===== src/hdl/counter_array_pkg.sv =====
/*
 * Package for the counter array register slice: SFR addresses, reset values,
 * field positions and the packed carriers shared by the design and its bench.
 * Assumes an 8-bit special function register bus on one system clock.
 */
`default_nettype none
package counter_array_pkg;
	localparam logic [7:0] addr_output_polarity = 8'h96;
	localparam logic [7:0] addr_counter_low = 8'hF9;
	localparam logic [7:0] addr_counter_high = 8'hFA;
	localparam logic [7:0] addr_ch0_compare_low = 8'hFB;
	localparam logic [7:0] addr_ch0_compare_high = 8'hFC;
	localparam logic [7:0] reset_byte = 8'h00;
	localparam logic [2:0] reset_polarity = 3'h0;
	localparam logic [15:0] reset_word = 16'h0000;
	localparam int polarity_bits = 3;
	localparam int reserved_mask_lsb = 3;

	// One SFR bus cycle from the core
	typedef struct packed {
		logic [7:0] addr;
		logic [7:0] wdata;
		logic wr;
		logic rd;
	} sfr_req_t;

	// Controls from the mode and PWM configuration registers kept elsewhere
	typedef struct packed {
		logic reload_select;
		logic count_enable;
	} array_ctrl_t;
endpackage
`default_nettype wire


===== src/hdl/counter_array_regs_polarity.sv =====
/*
 * Counter array register slice: 16-bit counter byte access with high-byte
 * snapshot, channel 0 compare/auto-reload value, compare-enable side effects
 * and per-channel output polarity. Assumes the core drives one SFR request per
 * cycle on clk and samples rdata one cycle after a read strobe.
 */
`default_nettype none

// Summary of operation
// Counter bits 7:0 readable/writable as low-byte register, reset zero.
// Counter bits 15:8 readable/writable as high-byte register, reset zero.
// High-byte reads return snapshot loaded only when low byte is read.
// Channel 0 compare value held as low and high bytes, RW, reset zero.
// In 9-11 bit PWM, compare addresses also reach the auto-reload bytes.
// Reload-select bit chooses compare value or auto-reload value for access.
// Writing compare low byte clears channel 0 compare enable.
// Writing compare high byte sets channel 0 compare enable.
// Polarity bits 2:0 invert channel outputs 2:0 when set.
// Polarity change reaches the output pin at once.
// Software writes zero into reserved polarity bits 7:3.
// Compare enable gates the channel 0 comparator.
// Inversion is an XOR after mode logic, right before the pin; the XOR here feeds the pin_level register, which drives the pin.
module counter_array_regs_polarity (
	input wire logic clk,
	input wire logic srst,
	input wire counter_array_pkg::sfr_req_t sfr_req,
	input wire counter_array_pkg::array_ctrl_t ctrl,
	input wire logic [2:0] mode_output,
	output logic [7:0] sfr_rdata,
	output logic compare_enable,
	output logic ch0_match,
	output logic [15:0] ch0_reload,
	output logic ch0_output,
	output logic ch1_output,
	output logic ch2_output
);
	import counter_array_pkg::*;

	logic [15:0] counter;
	logic [7:0] high_snapshot;
	logic [15:0] ch0_compare;
	logic [2:0] polarity;
	logic [2:0] pin_level;
	logic wr_low, wr_high, wr_cl, wr_ch, wr_pol, rd_low;

	assign wr_low = sfr_req.wr && sfr_req.addr == addr_counter_low;
	assign wr_high = sfr_req.wr && sfr_req.addr == addr_counter_high;
	assign wr_cl = sfr_req.wr && sfr_req.addr == addr_ch0_compare_low;
	assign wr_ch = sfr_req.wr && sfr_req.addr == addr_ch0_compare_high;
	assign wr_pol = sfr_req.wr && sfr_req.addr == addr_output_polarity;
	assign rd_low = sfr_req.rd && sfr_req.addr == addr_counter_low;

	// A byte write replaces only its half; the other half holds and counting pauses that cycle
	always_ff @(posedge clk) begin
		if (srst) begin
			counter <= reset_word;
		end else if (wr_low) begin
			counter <= {counter[15:8], sfr_req.wdata};
		end else if (wr_high) begin
			counter <= {sfr_req.wdata, counter[7:0]};
		end else if (ctrl.count_enable) begin
			counter <= counter + 16'h0001;
		end
	end

	// Snapshot keeps a 16-bit read coherent across the two byte reads
	always_ff @(posedge clk) begin
		if (srst) begin
			high_snapshot <= reset_byte;
		end else if (rd_low) begin
			high_snapshot <= counter[15:8];
		end
	end

	always_ff @(posedge clk) begin
		if (srst) begin
			ch0_compare <= reset_word;
		end else if (wr_cl && !ctrl.reload_select) begin
			ch0_compare[7:0] <= sfr_req.wdata;
		end else if (wr_ch && !ctrl.reload_select) begin
			ch0_compare[15:8] <= sfr_req.wdata;
		end
	end

	always_ff @(posedge clk) begin
		if (srst) begin
			ch0_reload <= reset_word;
		end else if (wr_cl && ctrl.reload_select) begin
			ch0_reload[7:0] <= sfr_req.wdata;
		end else if (wr_ch && ctrl.reload_select) begin
			ch0_reload[15:8] <= sfr_req.wdata;
		end
	end

	// Side effect applies whichever value the reload select steers to
	always_ff @(posedge clk) begin
		if (srst) begin
			compare_enable <= 1'b0;
		end else if (wr_cl) begin
			compare_enable <= 1'b0;
		end else if (wr_ch) begin
			compare_enable <= 1'b1;
		end
	end

	always_ff @(posedge clk) begin
		if (srst) begin
			ch0_match <= 1'b0;
		end else begin
			ch0_match <= compare_enable && counter == ch0_compare;
		end
	end

	// Reserved bits are not stored, so they read back as zero regardless
	always_ff @(posedge clk) begin
		if (srst) begin
			polarity <= reset_polarity;
		end else if (wr_pol) begin
			polarity <= sfr_req.wdata[polarity_bits-1:0];
		end
	end

	// Inversion uses the next polarity so the pin flips on the write edge
	genvar ch;
	generate
		for (ch = 0; ch < polarity_bits; ch++) begin : g_pin
			logic next_pol;
			assign next_pol = wr_pol ? sfr_req.wdata[ch] : polarity[ch];
			always_ff @(posedge clk) begin
				if (srst) begin
					pin_level[ch] <= 1'b0;
				end else begin
					pin_level[ch] <= mode_output[ch] ^ next_pol;
				end
			end
		end
	endgenerate

	assign ch0_output = pin_level[0];
	assign ch1_output = pin_level[1];
	assign ch2_output = pin_level[2];

	always_ff @(posedge clk) begin
		if (srst) begin
			sfr_rdata <= reset_byte;
		end else if (sfr_req.rd) begin
			unique case (sfr_req.addr)
				addr_counter_low: sfr_rdata <= counter[7:0];
				addr_counter_high: sfr_rdata <= high_snapshot;
				addr_ch0_compare_low: sfr_rdata <= ctrl.reload_select ? ch0_reload[7:0] : ch0_compare[7:0];
				addr_ch0_compare_high: sfr_rdata <= ctrl.reload_select ? ch0_reload[15:8] : ch0_compare[15:8];
				addr_output_polarity: sfr_rdata <= {5'h00, polarity};
				default: sfr_rdata <= reset_byte;
			endcase
		end
	end
endmodule
`default_nettype wire


===== config.mk =====
export PLATFORM = sky130hd
export DESIGN_NAME = counter_array_regs_polarity
export DESIGN_NICKNAME = d
export VERILOG_FILES = /design/src/hdl/counter_array_pkg.sv /design/src/hdl/counter_array_regs_polarity.sv
export SDC_FILE = /design/constraint.sdc
export NUM_CORES = 1
export LEC_CHECK = 0
export ABC_CLOCK_PERIOD_IN_PS = 2650
export BUFFER_PORTS_ARGS = -buffer_cell sky130_fd_sc_hd__clkbuf_2
export CORE_MARGIN = 5
export CORE_UTILIZATION = 33
export DETAILED_ROUTE_END_ITERATION = 6
export GPL_TIMING_DRIVEN = 0
export HOLD_SLACK_MARGIN = 0.1
export PLACE_DENSITY_LB_ADDON = 0.1
export RECOVER_POWER = 25
export SLEW_MARGIN = 30
export SYNTH_ARGS = -nofsm -noshare
export SYNTH_HDL_FRONTEND = slang
export SYNTH_SLANG_ARGS = --single-unit
export TNS_END_PERCENT = 20

===== constraint.sdc =====
create_clock -name clk -period 2.65 [get_ports clk]
set_input_delay 0.795 -clock clk [delete_from_list [all_inputs] [get_ports clk]]
set_output_delay 0.795 -clock clk [all_outputs]
set_load 0.02 [all_outputs]

==> metrics.cfg, run 1 <==
[floorplan]
start_util_pct=34.00
rows=38
die_x_um=116.2
die_y_um=116.2
io_pins=54
die_area_sq_um=13490
coreArea_sq_um=10940

[route]
ant_nets=0
via_per_inst=5.498
dr_total_vias=3436
routed_wirelength_mm=12.64
initialDrtViolationCount=206
drc=0
drt_pass1_iterations=5
wire_per_inst_um=20.22

[place]
place_hpwl_mm=9.124
place_inst=610
place_congestion=0.8072
dpl-instance-area_sq_um=4148
place.port_buffers=49

[synth]
yosysTopAreaCell=dfxtp_1
synth-simple-area-share_pct=22.27
synth_fa_ha_area_share_pct=0.3365
synth_area_per_cell_sq_um=8.833
synth_xor_area_share_pct=6.124
syn_inst=421
synth_compound_area_share_pct=14.67
async_flop_share_pct=0
synth_area_sq_um=3719
synthMuxAreaShare_pct=13.86
ys_ff_latch=72
syn_nets=447
yosysSeqAreaShare_pct=38.76
yosysWarnings=0
yosysTopAreaCellShare_pct=38.76
synth_top_family_by_area=simple AND/OR/NAND/NOR gates
synthFlopType=dfxtp_1
synth_edf_count=0
synthTopCellsByArea=dfxtp_1, mux2i_1, nor2_1
synth.distinct_cells=57

[setup_path]
crit_chain=clkbuf_2, buf_2, nand4b_1, nor3_2, o21ai_0, a21o_1, a32o_1
path_class=input pin to flip-flop
critPathRequiredTime_ns=2.87
crit_fanout=10
crit_path_max_incr_delay_ns=0.58
startpoint_type=input pin
cp_num_buf_inv=2
cp_top_family=simple AND/OR/NAND/NOR gates
slowest_stage=nor3_2
critical_path_arrival_ns=2.68
critPathCaptureType=flip-flop

[sta]
setup_viol=0
rsz0062_at_grt=no
max-slew-margin-rel_pct=42.42
finalCriticalPeriod_ns=2.455
tightest_slew_ns=0.8605
setup_tns_ns=0
hold_violations=0
period_share_pct=92.64
slew_violations=0
whs_ns=0.4560
fin_skew_ns=0.003993
fmax_mhz=407.3

[finish]
finalNetCount=507
stdcell_count=625
area_growth_pct=19.68
design_area_sq_um=4451
antennaDiodeCount=0
drive_gt1_share_pct=13.40

[cts]
cts_root_buf=clkbuf_16
cts-htree-levels=3
cts_buffer_depth=2
cts_buffers=9
cts_tree=yes
clk_latency_ns=0.33
clkSinkCount=72
path_clk_slew_ns=0.06
cts_resized=0
cts_hold_buf=0
cts_setup_buffers=0

[power_and_ir_drop]
p_leak_nw=1.693
power_mw=2.682
max-vdd-ir-drop_mv=0.3133
powerDensity_nw_per_um2=602.7

[job]
drv_cap=0

[global_routing]
grt_pass1_wl_mm=19.49
grt.total_usage_pct=19.30
grt_pass1_vias=3317
grt_max_degree=13
gr-total-overflow=0
antenna_found_initial=0

[hold_path]
min_path_type=flip-flop to flip-flop

[status]
status=finished clean

## worst register-to-register path: stages, from the launching register on
cell and delay, ns:
dfxtp_1 0.30, clkbuf_1 0.39, nand3_1 0.25, nor3_2 0.48, a31oi_1 0.18, a21o_1 0.18, a32o_1 0.19
## cell families after synthesis
family | Yosys count
adders and majority gates | 1
buffers and inverters | 37
AOI/OAI and AO/OA | 77
and+or+nand+nor | 157
DFF | 72
xor gates and xnor gates | 26
muxes | 51
## flip-flops by register name (all words and copies together), names as in the netlist, 3 cells and up
signal,flops
ch0_compare,16
ch0_reload,16
counter,16
high_snapshot,8
sfr_rdata,8
polarity,3
## power breakdown
group          internal, mW  total, mW  switching (mW)
Clock                 0.913       1.39           0.476
Sequential             1.09       1.11          0.0125
Combinational        0.0557      0.186           0.130
Total                  2.06       2.68           0.619
## cells in the final DEF (no fill, tap or decap), types with 3 or more instances in the layout
master	n
nor2_1	64
a21o_1	3
a21oi_1	20
mux2_2	4
a311oi_1	4
dfxtp_1	72
o21ai_0	11
nand4b_1	3
clkbuf_1	47
a221oi_1	7
nor4_1	6
o41ai_1	3
mux2i_1	47
o211ai_1	4
and3_1	5
buf_2	7
inv_1	7
clkbuf_2	24
nand4_1	12
clkbuf_16	9
bufinv_16	3
nand3_1	12
xor2_1	11
nand2_1	31
xnor2_1	15
a211oi_1	9
## path summary, 6_finish.rpt
check | start | endpoint | slack, ns | cells after the start
min | high_snapshot[0]$_SDFFE_PP0P_ | high_snapshot[0]$_SDFFE_PP0P_ | 0.46 | 2
max | sfr_req[11] | counter[11]$_SDFFE_PP0P_ | 0.20 | 7
min reg2reg | high_snapshot[0]$_SDFFE_PP0P_ | high_snapshot[0]$_SDFFE_PP0P_ | 0.46 | 2
max reg2reg | counter[2]$_SDFFE_PP0P_ | counter[11]$_SDFFE_PP0P_ | 0.57 | 6
## through the flow
step                      worst slack (ns)  util, %
after floorplan                     0.3803        -
after global placement             -0.3606    37.85
after detailed placement          -0.05938    37.93
after CTS                           0.2729    40.98
after global routing                0.1057    40.70
final                               0.1951    40.70
## cells in the mapped netlist, drive strengths merged (3+ instances only)
master / instances
dfxtp: 72
nor2: 64
mux2i: 47
nand2: 32
clkbuf: 22
a21oi: 21
xnor2: 15
nand3: 14
nand4: 12
o21ai: 11
xor2: 11
a211oi: 9
inv: 8
a221oi: 7
buf: 7
nor4: 7
and3: 5
nor3: 5
a311oi: 4
mux2: 4
o211ai: 4
a21o: 3
nand4b: 3
o41ai: 3
## area by class of cell
class,instances,area (sq um)
fillers,1153,6485
inverters,8,30.03
plain buffers,29,117.6
multi-input cells,312,2138
clock buffers,9,225.2
clock inverters,6,108.9
flip-flops and latches,72,1441
well taps,140,175.2
repair buffers,49,214.0
## metal layers
metal,vias up,wire [um],global-route usage [%]
li1,1651,-,-
met1,1670,5904,26.97
met2,108,5810,30.88
met3,7,802,3.523
met4,0,121,4.950
met5,-,0,0
Power figures use the tool's default switching activity.
==> inputs of run 2 (changes only) <==
--- a/config.mk
+++ b/config.mk
@@ -9,4 +9,4 @@
 export BUFFER_PORTS_ARGS = -buffer_cell sky130_fd_sc_hd__clkbuf_2
-export CORE_MARGIN = 5
 export CORE_UTILIZATION = 33
+export CTS_CLUSTER_DIAMETER = 200
 export DETAILED_ROUTE_END_ITERATION = 6
--- a/constraint.sdc
+++ b/constraint.sdc
@@ -3,2 +3,2 @@
 set_output_delay 0.795 -clock clk [all_outputs]
-set_load 0.02 [all_outputs]
+set_load 0.005 [all_outputs]
==> run 2 against run 1 <==
Against the previous run: combinational power down 4%; flip-flop and latch count did not move; clock power is 37% lower; global-route usage grew 3.1 points; die area down 13%; routed wire length decreased by 1.9%; total power is 19% lower; clock-buffer cell count increased by 3; cell count unchanged; clock skew is 0.011 ns higher; cell area is 2.8% lower; first-iteration DRC count fell by 13%.
==> metrics.cfg, run 2 (same netlist as run 1, synthesis figures left out) <==
[sta]
setup_viol=0  ; unchanged
fin_skew_ns=0.01477  ; +0.01077 ns
max-slew-margin-rel_pct=43.34  ; +0.92 points
finalCriticalPeriod_ns=2.401  ; -0.05375 ns
hold_violations=0  ; unchanged
rsz0062_at_grt=no
tightest_slew_ns=0.8389  ; -0.02164 ns
slew_violations=0  ; unchanged
fmax_mhz=416.5  ; +2.2%
period_share_pct=90.61  ; -2.0 points

[cts]
cts_resized=0  ; unchanged
cts_tree=yes
clkSinkCount=72  ; unchanged
cts_root_buf=clkbuf_8
cts_hold_buf=0  ; unchanged
clk_latency_ns=0.36  ; +0.03 ns
cts-htree-levels=3  ; unchanged
cts_buffer_depth=2  ; unchanged
cts_setup_buffers=0  ; unchanged
cts_buffers=9  ; unchanged
path_clk_slew_ns=0.08  ; +0.02 ns

[place]
place_hpwl_mm=8.988  ; -1.5%
place_inst=610  ; unchanged
place.port_buffers=49  ; unchanged
dpl-instance-area_sq_um=4139  ; -0.21%
place_congestion=0.8115  ; +0.53%

[power_and_ir_drop]
powerDensity_nw_per_um2=500.2  ; -17%
max-vdd-ir-drop_mv=0.2585  ; -17%
p_leak_nw=1.675  ; -1.1%

[global_routing]
grt_pass1_wl_mm=19.09  ; -2.0%
grt_max_degree=12  ; -1
antenna_found_initial=0  ; unchanged
grt.total_usage_pct=22.42  ; +3.1 points
gr-total-overflow=0  ; unchanged
grt_pass1_vias=3180  ; -4.1%

[finish]
drive_gt1_share_pct=16.29  ; +2.9 points
finalNetCount=507  ; unchanged
final_common_cell=dfxtp_1
stdcell_count=625  ; unchanged
area_growth_pct=16.29
design_area_sq_um=4324  ; -2.8%
fillers=1134  ; -1.6%
largest_registers=ch0_compare x16, ch0_reload x16, counter x16
final_cell_mix=dfxtp_1, nor2_1, mux2i_1, clkbuf_2, clkbuf_1
antennaDiodeCount=0  ; unchanged

[floorplan]
coreArea_sq_um=10890  ; -0.44%
start_util_pct=34.15  ; +0.15 points
io_pins=54  ; unchanged
die_y_um=108.2  ; -6.9%
rows=38  ; unchanged
die_x_um=108.2  ; -6.9%
die_area_sq_um=11700  ; -13%

[setup_path]
slowest_stage=nor3_2
path_class=input pin to flip-flop
crit_chain=clkbuf_2, buf_2, nand4b_1, nor3_2, o21ai_0, a21o_1, a32o_1
startpoint_type=input pin
r2r-start=counter[2]$_SDFFE_PP0P_
critPathRequiredTime_ns=2.91  ; +0.04 ns
r2r_cells=6  ; unchanged
r2r_end=counter[11]$_SDFFE_PP0P_
critPathCaptureType=flip-flop
r2r_setup_slack_ns=0.65  ; +0.08 ns
crit_path_max_incr_delay_ns=0.58  ; about the same
crit_fanout=10  ; unchanged
critical_path_arrival_ns=2.66  ; -0.02 ns

[status]
status=finished clean

[hold_path]
worstHoldStart=high_snapshot[0]$_SDFFE_PP0P_
min_path_type=flip-flop to flip-flop
holdPathStages=2  ; unchanged
min_to=high_snapshot[0]$_SDFFE_PP0P_

[route]
routed_wirelength_mm=12.39  ; -1.9%
ant_nets=0  ; unchanged
via_per_inst=5.499  ; about the same
drc=0  ; unchanged
drt_pass1_iterations=5  ; unchanged
dr_total_vias=3437  ; +0.029%
wire_per_inst_um=19.83  ; -1.9%
initialDrtViolationCount=180  ; -13%

[job]
drv_cap=0  ; unchanged

[run 2: cell count changes in the layout (fill, tap and decap cells not counted), sizes merged]
cell | before | now
buf | 7 | 8
bufinv | 3 | 1
clkbuf | 80 | 82
clkinv | 3 | 1
clkinvlp | 0 | 1
[run 2: metrics by stage]
stage,hold slack [ns],setup TNS [ns],total power [mW],worst slack (ns),util [%]
floorplan,0.4315,0,1.220,0.3803,-
global placement,0.4476,-2.673,1.307,-0.3068,38.01
detailed placement,0.4515,-2.166,1.308,-0.2771,38.01
CTS,0.4612,0,2.176,0.07875,39.74
global route,0.4771,0,2.237,0.08925,39.72
finish,0.4614,0,2.163,0.2488,39.72
[run 2: metal layers]
layer | track usage (%) | up-vias | wire, um | part of all wire (%)
li1 | - | 1651 | - | -
met5 | 0 | - | 0 | 0
met3 | 4.581 | 15 | 608 | 4.9
met4 | 5.382 | 0 | 161 | 1.3
met2 | 35.90 | 108 | 5652 | 46
met1 | 30.71 | 1663 | 5971 | 48
[run 2: layout make-up]
type                            instances  area (sq um)  share of cell area (%)
Multi-Input combinational cell        312          2138                   49.45
Inverter                                8         30.03                  0.6944
Clock buffer                           12         145.1                   3.356
Tap cell                              140         175.2                   4.051
Clock inverter                          3         42.54                  0.9838
Timing Repair Buffer                   49         234.0                   5.411
Sequential cell                        72          1441                   33.33
Buffer                                 29         117.6                   2.720
[run 2: power breakdown]
part / switching (mW) / internal [mW] / leakage, nW
Sequential: 0.0125 / 1.09 / 0.582
Clock: 0.424 / 0.455 / 0.0925
Combinational: 0.121 / 0.0569 / 1.00
[run 2: worst max-delay path by stage]
stage | start | to | slack [ns] | cells after the start
final | sfr_req[11] | counter[11]$_SDFFE_PP0P_ | 0.25 | 7
after global routing | sfr_req[11] | counter[11]$_SDFFE_PP0P_ | 0.09 | 7
after floorplan | sfr_req[11] | ch0_compare[10]$_SDFFE_PP0P_ | 0.38 | 5
after CTS | sfr_req[11] | ch0_reload[14]$_SDFFE_PP0P_ | 0.08 | 6
after detailed placement | sfr_req[11] | ch0_reload[9]$_SDFFE_PP0P_ | -0.28 | 6
after global placement | sfr_req[11] | ch0_reload[13]$_SDFFE_PP0P_ | -0.31 | 6
[run 2: critical path: cells and delay by family]
kind                   cells  cell delay, ns
AOI/OAI and AO/OA          3            0.70
buffers and inverters      2            0.35
and+or+nand+nor            2            0.82
